**src/seb_pkg.sv**
```systemverilog
// seb_pkg: register map, field positions, reset values and sizes of the spi block
// assumes a 32-bit avalon-mm slave with byte addresses and 16-bit registers
`default_nettype none
package seb_pkg;
    localparam int unsigned DATA_W = 16;
    localparam int unsigned ADDR_W = 5;
    localparam int unsigned FIFO_DEPTH = 8;
    localparam int unsigned PTR_W = 3;
    localparam int unsigned CNT_W = 4;
    localparam int unsigned DIV_W = 8;
    localparam int unsigned EDGE_CNT_W = 5;
    localparam logic [4:0] LAST_EDGE = 5'h1f;
    localparam logic [4:0] LAST_SAMPLE = 5'h0f;

    localparam logic [ADDR_W-1:0] OFS_STATUS = 5'h00;
    localparam logic [ADDR_W-1:0] OFS_CTRL1 = 5'h04;
    localparam logic [ADDR_W-1:0] OFS_CTRL2 = 5'h08;
    localparam logic [ADDR_W-1:0] OFS_BUFFER = 5'h0c;
    localparam logic [ADDR_W-1:0] OFS_ALT_MAP = 5'h10;
    localparam logic [ADDR_W-1:0] OFS_INT_STATUS = 5'h14;
    localparam logic [ADDR_W-1:0] OFS_INT_MASK = 5'h18;

    // status register fields
    localparam int unsigned ST_RX_AVAIL = 0;
    localparam int unsigned ST_TX_FULL = 1;
    localparam int unsigned ST_TX_EMPTY = 2;
    localparam int unsigned ST_BUSY = 4;
    localparam int unsigned ST_RX_OVERFLOW = 6;
    localparam int unsigned ST_WRITE_COLLISION = 7;
    localparam int unsigned ST_PORT_ON = 15;
    // control register 1 fields
    localparam int unsigned C1_PRESCALE_LSB = 0;
    localparam int unsigned C1_MASTER = 5;
    localparam int unsigned C1_CLK_IDLE_HIGH = 6;
    localparam int unsigned C1_SS_PIN_EN = 7;
    localparam int unsigned C1_CLK_EDGE = 8;
    localparam int unsigned C1_SAMPLE_PHASE = 9;
    localparam logic [15:0] C1_MASK = 16'h03e7;
    // control register 2 and alternate map fields
    localparam int unsigned C2_ENH_BUFFER = 0;
    localparam int unsigned ALT_CLK_SEL = 0;
    localparam logic [15:0] ALT_MASK = 16'h0001;
    // interrupt status and mask fields
    localparam int unsigned IRQ_RX_WORD = 0;
    localparam int unsigned IRQ_TX_EMPTY = 1;
    localparam int unsigned IRQ_OVERFLOW = 2;
    localparam int unsigned IRQ_W = 3;

    localparam logic [15:0] RST_REG = 16'h0000;
    localparam logic [31:0] RD_UNMAPPED = 32'h0000_0000;
endpackage
`default_nettype wire

```
**src/seb_link_if.sv**
```systemverilog
// seb_link_if: configuration and word handshake between register side and shift engine
// assumes both ends run on the same system clock
`default_nettype none
interface seb_link_if;
    logic en;
    logic master;
    logic clk_idle_high;
    logic clk_edge;
    logic sample_phase;
    logic ss_pin_en;
    logic [2:0] prescale;
    logic tx_valid;
    logic [15:0] tx_word;
    logic tx_take;
    logic rx_done;
    logic [15:0] rx_word;
    logic busy;
    modport core (output en, master, clk_idle_high, clk_edge, sample_phase, ss_pin_en,
                  prescale, tx_valid, tx_word, input tx_take, rx_done, rx_word, busy);
    modport eng (input en, master, clk_idle_high, clk_edge, sample_phase, ss_pin_en,
                 prescale, tx_valid, tx_word, output tx_take, rx_done, rx_word, busy);
endinterface
`default_nettype wire

```
**src/seb_shift.sv**
```systemverilog
// seb_shift: serial shift engine, master clock generator and slave edge finder
// assumes pin inputs are asynchronous to mclk_i and are synchronised here
`default_nettype none
module seb_shift (
    input wire logic mclk_i,
    input wire logic rst_i,
    seb_link_if.eng lk,
    input wire logic sclk_i,
    input wire logic sdi_i,
    input wire logic ss_n_i,
    output logic sclk_o,
    output logic sdo_o
);
    typedef enum logic {SEB_IDLE, SEB_RUN} seb_state_e;
    seb_state_e state;
    logic [2:0] sclk_sy;
    logic [1:0] ss_sy;
    logic [2:0] sdi_sy;
    logic [seb_pkg::DIV_W-1:0] div;
    logic [seb_pkg::EDGE_CNT_W-1:0] edges;
    logic [15:0] tx_sh;
    logic [15:0] rx_sh;
    logic fresh;
    logic tick, lead_e, trail_e, sample_e, shift_e, sdi_v, active, s_rise, s_fall;
    localparam int unsigned DIV_W = seb_pkg::DIV_W;
    localparam int unsigned EDGE_CNT_W = seb_pkg::EDGE_CNT_W;

    always_ff @(posedge mclk_i)
    begin
        sclk_sy <= {sclk_sy[1:0], sclk_i};
        ss_sy <= {ss_sy[0], ss_n_i};
        sdi_sy <= {sdi_sy[1:0], sdi_i};
    end

    // a late sample trades one system clock of setup for more hold at the far end
    assign sdi_v = (lk.master && lk.sample_phase) ? sdi_sy[2] : sdi_sy[1];
    assign s_rise = sclk_sy[1] && !sclk_sy[2];
    assign s_fall = !sclk_sy[1] && sclk_sy[2];
    assign active = !lk.ss_pin_en || !ss_sy[1];
    assign tick = (div == DIV_W'((8'h01 << lk.prescale) - 8'h01));

    always_comb
    begin
        if (lk.master)
        begin
            lead_e = (state == SEB_RUN) && tick && !edges[0];
            trail_e = (state == SEB_RUN) && tick && edges[0];
        end
        else
        begin
            // slave follows only the external clock edges
            lead_e = (state == SEB_RUN) && active && (lk.clk_idle_high ? s_fall : s_rise);
            trail_e = (state == SEB_RUN) && active && (lk.clk_idle_high ? s_rise : s_fall);
        end
    end
    assign sample_e = lk.clk_edge ? trail_e : lead_e;
    assign shift_e = lk.clk_edge ? lead_e : trail_e;

    // a word is taken as soon as it is offered to an idle enabled engine, master or slave
    assign lk.tx_take = (state == SEB_IDLE) && lk.en && lk.tx_valid;
    assign lk.busy = (state == SEB_RUN);

    always_ff @(posedge mclk_i)
    begin
        if (rst_i || !lk.en)
            state <= SEB_IDLE;
        // a deselected slave stays idle until a word is queued, so a word queued before select goes out first
        else if (state == SEB_IDLE && (lk.tx_valid || (!lk.master && active)))
            state <= SEB_RUN;
        else if (lk.master && tick && edges == seb_pkg::LAST_EDGE)
            state <= SEB_IDLE;
        else if (!lk.master && sample_e && edges == seb_pkg::LAST_SAMPLE)
            state <= SEB_IDLE;
    end

    always_ff @(posedge mclk_i)
    begin
        if (rst_i || state == SEB_IDLE || tick)
            div <= '0;
        else
            div <= div + DIV_W'(1);
    end

    always_ff @(posedge mclk_i)
    begin
        if (rst_i || state == SEB_IDLE || (!lk.master && !active))
            edges <= '0;
        else if (lk.master ? tick : sample_e)
            edges <= edges + EDGE_CNT_W'(1);
    end

    always_ff @(posedge mclk_i)
    begin
        if (rst_i || !lk.en || !lk.master)
            sclk_o <= 1'b0;
        else if (state == SEB_IDLE)
            sclk_o <= lk.clk_idle_high;
        else if (tick)
            sclk_o <= !sclk_o;
    end

    always_ff @(posedge mclk_i)
    begin
        if (rst_i)
        begin
            tx_sh <= '0;
            fresh <= 1'b0;
        end
        else if (state == SEB_IDLE)
        begin
            // an idle slave with nothing queued answers with zeros
            tx_sh <= lk.tx_valid ? lk.tx_word : '0;
            fresh <= lk.clk_edge;
        end
        else if (shift_e)
        begin
            fresh <= 1'b0;
            if (!fresh)
                tx_sh <= {tx_sh[14:0], 1'b0};
        end
    end
    assign sdo_o = tx_sh[15];

    always_ff @(posedge mclk_i)
    begin
        if (rst_i)
            rx_sh <= '0;
        else if (sample_e)
            rx_sh <= {rx_sh[14:0], sdi_v};
    end

    always_ff @(posedge mclk_i)
    begin
        if (rst_i)
        begin
            lk.rx_done <= 1'b0;
            lk.rx_word <= '0;
        end
        else
        begin
            lk.rx_done <= 1'b0;
            if (state == SEB_RUN && (lk.master ? (tick && edges == seb_pkg::LAST_EDGE)
                : (sample_e && edges == seb_pkg::LAST_SAMPLE)))
            begin
                lk.rx_done <= 1'b1;
                lk.rx_word <= lk.master ? rx_sh : {rx_sh[14:0], sdi_v};
            end
        end
    end
endmodule
`default_nettype wire

```
**src/seb_core.sv**
```systemverilog
// seb_core: spi port with enhanced buffers, avalon-mm register slave and interrupt logic
// assumes an avalon-mm master on mclk_i and an spi peer on asynchronous pins
`default_nettype none
// Overview of operation
// - Receive overflow sits in status bit 6 and software can clear it before buffer mode.
// - Control register 2 bit 0 selects enhanced buffer mode, chosen before enabling.
// - Status bit 15 switches serial operation on, as the last setup step.
// - An enabled master starts shifting out and in as soon as a word is written.
// - With the alternate clock select at one the clock leaves only on the fixed pin.
// - With the alternate clock select at zero the clock goes to the per-pin mapping.
// - Alternate map bits 15 to 1 read zero and bit 0 resets to zero.
module seb_core (
    input wire logic mclk_i,
    input wire logic rst_i,
    input wire logic [4:0] avs_address_i,
    input wire logic avs_read_i,
    input wire logic avs_write_i,
    input wire logic [31:0] avs_writedata_i,
    input wire logic [3:0] avs_byteenable_i,
    output logic [31:0] avs_readdata_o,
    output logic avs_waitrequest_o,
    input wire logic sclk_i,
    output logic first_port_clock_output_o,
    output logic first_port_clock_output_oe_n_o,
    output logic alternate_fixed_clock_pin_o,
    output logic alternate_fixed_clock_pin_oe_n_o,
    input wire logic sdi_i,
    output logic sdo_o,
    input wire logic ss_n_i,
    output logic irq_o
);
    seb_link_if lk ();

    logic ack;
    logic acc_wr, acc_rd;
    logic [15:0] wmask;
    logic [15:0] wdata;
    logic [15:0] control_register_1;
    logic [15:0] control_register_2;
    logic [15:0] alternate_clock_pin_map;
    logic serial_port_on;
    logic receive_overflow_flag;
    logic write_collision;
    logic [seb_pkg::IRQ_W-1:0] int_status;
    logic [seb_pkg::IRQ_W-1:0] int_mask;
    logic [seb_pkg::IRQ_W-1:0] int_event;
    logic [15:0] tx_mem [seb_pkg::FIFO_DEPTH];
    logic [15:0] rx_mem [seb_pkg::FIFO_DEPTH];
    logic [seb_pkg::PTR_W-1:0] tx_wp, tx_rp, rx_wp, rx_rp;
    logic [seb_pkg::CNT_W-1:0] tx_cnt, rx_cnt, cap;
    logic tx_full, rx_full, tx_push, rx_pop, rx_push, tx_empty_q;
    logic sclk_int;
    logic alt_sel;
    logic [15:0] status_view;
    logic [31:0] next_readdata;

    // merges the enabled byte lanes of a write into a register
    function automatic logic [15:0] merge16(input logic [15:0] old_v, input logic [15:0] m,
                                             input logic [15:0] d);
        merge16 = (old_v & ~m) | (d & m);
    endfunction

    // a ring pointer step that wraps to fit the current capacity
    function automatic logic [2:0] bump(input logic [2:0] p, input logic [3:0] c);
        bump = (4'(p) + 4'h1 >= c) ? 3'h0 : p + 3'h1;
    endfunction

    // ---------------- avalon-mm slave ----------------
    // one wait cycle per access; ack lasts one cycle so a held request is served once
    always_ff @(posedge mclk_i)
    begin
        if (rst_i)
            ack <= 1'b0;
        else
            ack <= (avs_read_i || avs_write_i) && !ack;
    end
    assign avs_waitrequest_o = (avs_read_i || avs_write_i) && !ack;
    assign acc_wr = avs_write_i && ack;
    assign acc_rd = avs_read_i && ack;
    assign wmask = {{8{avs_byteenable_i[1]}}, {8{avs_byteenable_i[0]}}};
    assign wdata = avs_writedata_i[15:0];

    // ---------------- configuration registers ----------------
    // master select, edge, polarity, pin enable and sample phase come from software,
    // which orders its setup writes before enabling
    always_ff @(posedge mclk_i)
    begin
        if (rst_i)
            control_register_1 <= seb_pkg::RST_REG;
        else if (acc_wr && avs_address_i == seb_pkg::OFS_CTRL1)
            control_register_1 <= merge16(control_register_1, wmask & seb_pkg::C1_MASK, wdata);
    end

    always_ff @(posedge mclk_i)
    begin
        if (rst_i)
            control_register_2 <= seb_pkg::RST_REG;
        else if (acc_wr && avs_address_i == seb_pkg::OFS_CTRL2 && !serial_port_on)
            // buffer mode is frozen while the port runs, since it resizes the queues
            control_register_2[seb_pkg::C2_ENH_BUFFER] <= avs_byteenable_i[0] ?
                wdata[seb_pkg::C2_ENH_BUFFER] : control_register_2[seb_pkg::C2_ENH_BUFFER];
    end

    always_ff @(posedge mclk_i)
    begin
        if (rst_i)
            alternate_clock_pin_map <= seb_pkg::RST_REG;
        else if (acc_wr && avs_address_i == seb_pkg::OFS_ALT_MAP)
            alternate_clock_pin_map <= merge16(alternate_clock_pin_map,
                                               wmask & seb_pkg::ALT_MASK, wdata);
    end
    // software keeps this stable while the port is on
    assign alt_sel = alternate_clock_pin_map[seb_pkg::ALT_CLK_SEL];

    always_ff @(posedge mclk_i)
    begin
        if (rst_i)
            serial_port_on <= 1'b0;
        else if (acc_wr && avs_address_i == seb_pkg::OFS_STATUS && avs_byteenable_i[1])
            serial_port_on <= wdata[seb_pkg::ST_PORT_ON];
    end

    // overflow and collision clear by writing zero; a new event in that cycle wins
    always_ff @(posedge mclk_i)
    begin
        if (rst_i)
            receive_overflow_flag <= 1'b0;
        else if (rx_push && rx_full)
            receive_overflow_flag <= 1'b1;
        else if (acc_wr && avs_address_i == seb_pkg::OFS_STATUS && avs_byteenable_i[0]
                 && !wdata[seb_pkg::ST_RX_OVERFLOW])
            receive_overflow_flag <= 1'b0;
    end

    always_ff @(posedge mclk_i)
    begin
        if (rst_i)
            write_collision <= 1'b0;
        else if (acc_wr && avs_address_i == seb_pkg::OFS_BUFFER && tx_full && serial_port_on)
            write_collision <= 1'b1;
        else if (acc_wr && avs_address_i == seb_pkg::OFS_STATUS && avs_byteenable_i[0]
                 && !wdata[seb_pkg::ST_WRITE_COLLISION])
            write_collision <= 1'b0;
    end

    // ---------------- transmit and receive queues ----------------
    localparam int unsigned CNT_W = seb_pkg::CNT_W;
    // eight words deep in enhanced buffer mode, one word otherwise
    assign cap = control_register_2[seb_pkg::C2_ENH_BUFFER] ?
                 CNT_W'(seb_pkg::FIFO_DEPTH) : CNT_W'(1);
    assign tx_full = (tx_cnt >= cap);
    assign rx_full = (rx_cnt >= cap);
    assign tx_push = acc_wr && avs_address_i == seb_pkg::OFS_BUFFER && !tx_full
                     && serial_port_on && |avs_byteenable_i[1:0];
    assign rx_pop = acc_rd && avs_address_i == seb_pkg::OFS_BUFFER && rx_cnt != '0;
    assign rx_push = lk.rx_done;

    // a disabled port drops all queued words, which is how the buffer is cleared
    always_ff @(posedge mclk_i)
    begin
        if (rst_i || !serial_port_on)
        begin
            tx_wp <= '0;
            tx_rp <= '0;
            tx_cnt <= '0;
        end
        else
        begin
            if (tx_push)
                tx_wp <= bump(tx_wp, cap);
            if (lk.tx_take)
                tx_rp <= bump(tx_rp, cap);
            tx_cnt <= tx_cnt + CNT_W'(tx_push) - CNT_W'(lk.tx_take);
        end
    end

    always_ff @(posedge mclk_i)
    begin
        if (tx_push)
            tx_mem[tx_wp] <= wdata;
    end

    always_ff @(posedge mclk_i)
    begin
        if (rst_i || !serial_port_on)
        begin
            rx_wp <= '0;
            rx_rp <= '0;
            rx_cnt <= '0;
        end
        else
        begin
            // a word arriving into a full queue is lost and flags overflow
            if (rx_push && !rx_full)
                rx_wp <= bump(rx_wp, cap);
            if (rx_pop)
                rx_rp <= bump(rx_rp, cap);
            rx_cnt <= rx_cnt + CNT_W'(rx_push && !rx_full) - CNT_W'(rx_pop);
        end
    end

    always_ff @(posedge mclk_i)
    begin
        if (rx_push && !rx_full)
            rx_mem[rx_wp] <= lk.rx_word;
    end

    // ---------------- shift engine ----------------
    assign lk.en = serial_port_on;
    assign lk.master = control_register_1[seb_pkg::C1_MASTER];
    assign lk.clk_idle_high = control_register_1[seb_pkg::C1_CLK_IDLE_HIGH];
    assign lk.clk_edge = control_register_1[seb_pkg::C1_CLK_EDGE];
    assign lk.sample_phase = control_register_1[seb_pkg::C1_SAMPLE_PHASE];
    assign lk.ss_pin_en = control_register_1[seb_pkg::C1_SS_PIN_EN];
    assign lk.prescale = control_register_1[seb_pkg::C1_PRESCALE_LSB +: 3];
    assign lk.tx_valid = (tx_cnt != '0);
    assign lk.tx_word = tx_mem[tx_rp];

    seb_shift u_shift (
        .mclk_i(mclk_i),
        .rst_i(rst_i),
        .lk(lk),
        .sclk_i(sclk_i),
        .sdi_i(sdi_i),
        .ss_n_i(ss_n_i),
        .sclk_o(sclk_int),
        .sdo_o(sdo_o)
    );

    // ---------------- clock pin routing ----------------
    // a slave never drives either clock pin
    always_ff @(posedge mclk_i)
    begin
        if (rst_i)
        begin
            alternate_fixed_clock_pin_o <= 1'b0;
            alternate_fixed_clock_pin_oe_n_o <= 1'b1;
            first_port_clock_output_o <= 1'b0;
            first_port_clock_output_oe_n_o <= 1'b1;
        end
        else
        begin
            alternate_fixed_clock_pin_o <= alt_sel ? sclk_int : 1'b0;
            alternate_fixed_clock_pin_oe_n_o <= !(alt_sel && lk.en && lk.master);
            first_port_clock_output_o <= alt_sel ? 1'b0 : sclk_int;
            first_port_clock_output_oe_n_o <= !(!alt_sel && lk.en && lk.master);
        end
    end

    // ---------------- interrupts ----------------
    always_ff @(posedge mclk_i)
    begin
        if (rst_i)
            tx_empty_q <= 1'b1;
        else
            tx_empty_q <= (tx_cnt == '0);
    end
    assign int_event[seb_pkg::IRQ_RX_WORD] = rx_push && !rx_full;
    assign int_event[seb_pkg::IRQ_TX_EMPTY] = (tx_cnt == '0) && !tx_empty_q;
    assign int_event[seb_pkg::IRQ_OVERFLOW] = rx_push && rx_full;

    // write one to clear; an event in the same cycle keeps its bit set
    always_ff @(posedge mclk_i)
    begin
        if (rst_i)
            int_status <= '0;
        else if (acc_wr && avs_address_i == seb_pkg::OFS_INT_STATUS && avs_byteenable_i[0])
            int_status <= (int_status & ~wdata[seb_pkg::IRQ_W-1:0]) | int_event;
        else
            int_status <= int_status | int_event;
    end

    always_ff @(posedge mclk_i)
    begin
        if (rst_i)
            int_mask <= '0;
        else if (acc_wr && avs_address_i == seb_pkg::OFS_INT_MASK && avs_byteenable_i[0])
            int_mask <= wdata[seb_pkg::IRQ_W-1:0];
    end
    assign irq_o = |(int_status & int_mask);

    // ---------------- read path ----------------
    always_comb
    begin
        status_view = '0;
        status_view[seb_pkg::ST_RX_AVAIL] = (rx_cnt != '0);
        status_view[seb_pkg::ST_TX_FULL] = tx_full;
        status_view[seb_pkg::ST_TX_EMPTY] = (tx_cnt == '0);
        status_view[seb_pkg::ST_BUSY] = lk.busy;
        status_view[seb_pkg::ST_RX_OVERFLOW] = receive_overflow_flag;
        status_view[seb_pkg::ST_WRITE_COLLISION] = write_collision;
        status_view[seb_pkg::ST_PORT_ON] = serial_port_on;
    end

    always_comb
    begin
        next_readdata = seb_pkg::RD_UNMAPPED;
        unique case (avs_address_i)
            seb_pkg::OFS_STATUS: next_readdata = {16'h0000, status_view};
            seb_pkg::OFS_CTRL1: next_readdata = {16'h0000, control_register_1};
            seb_pkg::OFS_CTRL2: next_readdata = {16'h0000, control_register_2};
            seb_pkg::OFS_BUFFER: next_readdata = {16'h0000, (rx_cnt != '0) ?
                                                  rx_mem[rx_rp] : 16'h0000};
            seb_pkg::OFS_ALT_MAP: next_readdata = {16'h0000, alternate_clock_pin_map};
            seb_pkg::OFS_INT_STATUS: next_readdata = {29'h0000_0000, int_status};
            seb_pkg::OFS_INT_MASK: next_readdata = {29'h0000_0000, int_mask};
            default: next_readdata = seb_pkg::RD_UNMAPPED;
        endcase
    end

    always_ff @(posedge mclk_i)
    begin
        if (rst_i)
            avs_readdata_o <= '0;
        else if (avs_read_i && !ack)
            avs_readdata_o <= next_readdata;
    end
endmodule
`default_nettype wire

```
**config.mk**
```make
export PLATFORM = sky130hd
export DESIGN_NAME = seb_core
export DESIGN_NICKNAME = d
export VERILOG_FILES = /design/src/seb_pkg.sv /design/src/seb_link_if.sv /design/src/seb_shift.sv /design/src/seb_core.sv
export SDC_FILE = /design/constraint.sdc
export NUM_CORES = 1
export LEC_CHECK = 0
export ABC_AREA = 1
export BUFFER_PORTS_ARGS = -buffer_cell sky130_fd_sc_hd__buf_2
export CAP_MARGIN = 5
export CORE_MARGIN = 4
export CORE_UTILIZATION = 61
export CTS_CLUSTER_DIAMETER = 150
export CTS_CLUSTER_SIZE = 12
export DETAILED_ROUTE_END_ITERATION = 6
export PLACE_DENSITY = 0.84
export SLEW_MARGIN = 20
export SYNTH_ARGS = -nofsm -noshare
export SYNTH_HDL_FRONTEND = slang
export SYNTH_SLANG_ARGS = --single-unit
export TNS_END_PERCENT = 20
```
**constraint.sdc**
```tcl
create_clock -name mclk_i -period 4.4 [get_ports mclk_i]
set_input_delay 0.66 -clock mclk_i [delete_from_list [all_inputs] [get_ports mclk_i]]
set_output_delay 0.66 -clock mclk_i [all_outputs]
set_load 0.01 [all_outputs]
```
==> results.md <==
- CP cell instances: inv_1 > ha_1 > nor4_1 > inv_1 > a21oi_1 > nand3_1 > inv_1 > nand2_1 > nor3_2 > buf_4
- Slowest CP cell: dfxtp_1
- Post-CTS sizing: 0
- Crit path top cell by count: inv_1
- RSZ-0062 raised after global routing: no
- Share of cells above drive strength 1: 9.00%
- Required @ worst endpoint: 4.62 ns
- Top post-synthesis cells by area: edfxtp_1 (47%), dfxtp_1 (17%), o21ai_0 (5.0%)
- F_max: 0.293 GHz
- Clock share of power: 42.6%
- Power consumption: 7.02 mW
- Seq cells post-synth: 396
- CP top delay family: simple AND/OR/NAND/NOR gates
- Met3 GRT Util: 4.78%
- Gpl congestion: 0.904
- Comb power frac: 1.3%
- CP Buf/Inv Count: 4
- Syn Inst Count: 1584
- Port Buf Inserts: 52
- Startpoint Class: flop
- Die height: 173 µm
- H-Tree Depth: 2
- Endpoint class of the critical path: flop
- Drc violations: 0
- Rel. slew slack: 44.6%
- Post-CTS Setup Inserts: 0
- Pwr Density: 385 mW/mm²
- Area fraction of the dominant cell type after synthesis: 46.5%
- GR Util met1: 34.0%
- Sw frac: 20.0%
- GRT Max-Usage Layer: met2
- Met2 Use GR: 43.2%
- Worst hold slack: 0.238 ns
- Initial DRT Pass Iterations: 7
- Max-slew violations: 0
- Initial Utilization: 62.7%
- Syn. warnings: 0
- Top cell type by total area after synthesis: edfxtp_1
- Critical path class: reg2reg
- Routed vias/inst: 6.14
- Initial antenna violation count: 2
- Int Power: 5.62 mW
- Clock Pin Slew Worst Setup and Hold Paths: 0.06 ns
- Total CTS buffers: 38
- Worst skew pair latency: 0.53 ns
- Pleak: 6.35 nW
- Net Switching: 1.40 mW
- Drt first-iter violations: 1509
- Via Count: 12200
- Die Area: 0.0298 mm²
- I/O pin total: 87
- WL/cell: 19.7 µm
- Post-route clock period utilization: 77.4%
- Final WL: 39.3 mm
- Vias in the first global route: 11800
- Final setup viols: 0
- CTS tree: yes
- Layout Nets: 1714
- Non-Filler Instances: 1992
- Global-route wire length before repair: 62.3 mm
- Seq/Total Area, Yosys: 63.5%
- Maximum VDD drop: 0.302 mV
- GRT Overall Usage: 25.8%
- Layout area overhead: 10.4%
- DP Cell Count: 1924
- Setup_tns: 0 ns
- Core box area: 0.0264 mm²
- Status: finished, final reports clean
- Hold buffers post-CTS: 0
- Seq pwr share: 56.1%
- Final Skew: 0.0161 ns
- Top FF cell, synth: edfxtp_1
- Clock sink count: 396
- Root Driver: clkbuf_16
- EDFF count, synth: 256
- Crit path max fanout: 13
- FP Rows: 59
- Die width: 173 µm
- Synthesized area: 0.0165 mm²
- Ys async rst share: 0%
- Endpoints failing hold: 0
- CTS Buffer Depth: 3
- Worst Path Arrival: 3.63 ns
- Max Cap Violations: 0
- Distinct cells, synth: 45
- HP Class: in2reg
- ANT nets after route: 0
- Largest net degree at the start of global routing: 65
- Gr ovfl total: 0
- Final HPWL DP: 23.8 mm
- Fin crit period: 3.41 ns
- Worst Tran Pin Value: 0.830 ns
- Slowest stage delay, CP: 0.49 ns
- Syn_area_per_cell: 10.4 µm²
==> metal layers <==
layer	part of all wire [%]	up-vias
li1	-	5630
met1	37	5777
met2	49	728
met3	10	100
met4	3.6	2
met5	0.033	-
==> Yosys cell counts (2+ instances only) <==
cell	count
a211oi_1	4
a21oi_1	107
buf_1	5
buf_2	6
buf_4	18
clkbuf_1	63
clkinv_1	6
dfxtp_1	140
edfxtp_1	256
fa_1	2
ha_1	35
inv_1	122
mux2i_1	16
nand2_1	196
nand2_2	2
nand3_1	80
nand3_2	3
nand4_1	2
nor2_1	208
nor3_1	24
nor4_1	5
o211ai_1	24
o21ai_0	165
o221ai_1	43
o22ai_1	7
o31ai_1	2
o32ai_1	16
xnor2_1	3
xor2_1	8
==> cells by family (layout without fill, tap and decap cells) <==
logic type / Yosys count / count (layout) / synth area share [%]
AOI/OAI and AO/OA: 374 / 374 / 13.3
buffers and inverters: 223 / 280 / 5.58
xor gates and xnor gates: 11 / 11 / 0.583
and+or+nand+nor: 526 / 526 / 13.2
muxes: 16 / 16 / 0.969
DFF: 396 / 396 / 63.5
other: 1 / 17 / 0.0227
adders and majority gates: 37 / 37 / 2.89
==> state kept, by name (all words and copies together), names as in the netlist, 2 cells and up, named ones only <==
name / cells
u_shift.div: 8
u_shift.sclk_sy: 3
avs_readdata_o: 16
u_shift.edges: 5
u_shift.lk.rx_word: 16
tx_mem: 128
u_shift.tx_sh: 16
int_status: 3
tx_rp: 3
rx_wp: 3
int_mask: 3
u_shift.ss_sy: 2
rx_mem: 128
u_shift.rx_sh: 16
tx_wp: 3
tx_cnt: 4
rx_rp: 3
u_shift.sdi_sy: 3
rx_cnt: 4
==> cells in the final DEF, fill, tap and decap left out, drive strengths merged, types with 4 or more instances in the layout <==
cell,synthesis,final
edfxtp,256,256
nor2,210,210
nand2,198,198
o21ai,165,165
dfxtp,140,140
inv,124,126
a21oi,107,107
nand3,83,83
buf,30,83
clkbuf,63,65
o221ai,43,43
ha,35,35
o211ai,24,24
nor3,24,24
o32ai,16,16
mux2i,16,16
conb,1,16
xor2,8,8
o22ai,7,7
clkinv,6,6
nor4,5,5
a211oi,4,4
==> final timing paths <==
| check | slack, ns | endpoint | cells after the start | startpoint |
|---|---|---|---|---|
| setup / recovery | 0.99 | tx_mem[5][11] | 10 | control_register_2[0] |
| hold / removal | 0.24 | u_shift.ss_sy[0] | 1 | ss_n_i |
| setup reg to reg | 0.99 | tx_mem[5][11] | 10 | control_register_2[0] |
| hold reg to reg | 0.33 | u_shift.sdi_sy[1] | 0 | u_shift.sdi_sy[0] |
==> per-stage QoR <==
stage                     setup WS [ns]  instance area (µm²)  util, %
after CTS                          1.02                18200     69.2
after detailed placement          0.940                17100     65.0
after global placement            0.967                17100     65.0
after global routing              0.714                18200     69.2
final                             0.993                18200     69.2
after floorplan                   0.936                16600        -
==> cell type report <==
type / count / area [µm²]
clock inverters: 2 / 28.8
fillers: 1813 / 8110
multi-input cells: 980 / 5230
diodes: 1 / 2.50
repair buffers: 83 / 505
clock buffers: 65 / 1070
well taps: 335 / 419
flip-flops and latches: 396 / 10500
inverters: 130 / 490
==> worst register-to-register path: cells and delay by family, from the launching register on <==
family,cells,cell delay [ns]
adder cells (fa/ha/maj),1,0.36
flip-flops,1,0.49
AO/OA/AOI/OAI,1,0.27
buffers and inverters,4,0.90
AND/OR/NAND/NOR,4,1.09
==> power by group through the flow <==
stage | Combinational (mW) | Clock, mW | Sequential, mW
finish | 0.0915 | 2.99 | 3.94
global route | 0.0994 | 3.17 | 3.94
CTS | 0.0888 | 3.02 | 3.94
detailed placement | 0.0875 | 0 | 4.02
global placement | 0.0844 | 0 | 4.02
floorplan | 0.0507 | 0 | 4.02
Note: power is estimated with default switching activity, not from simulation.
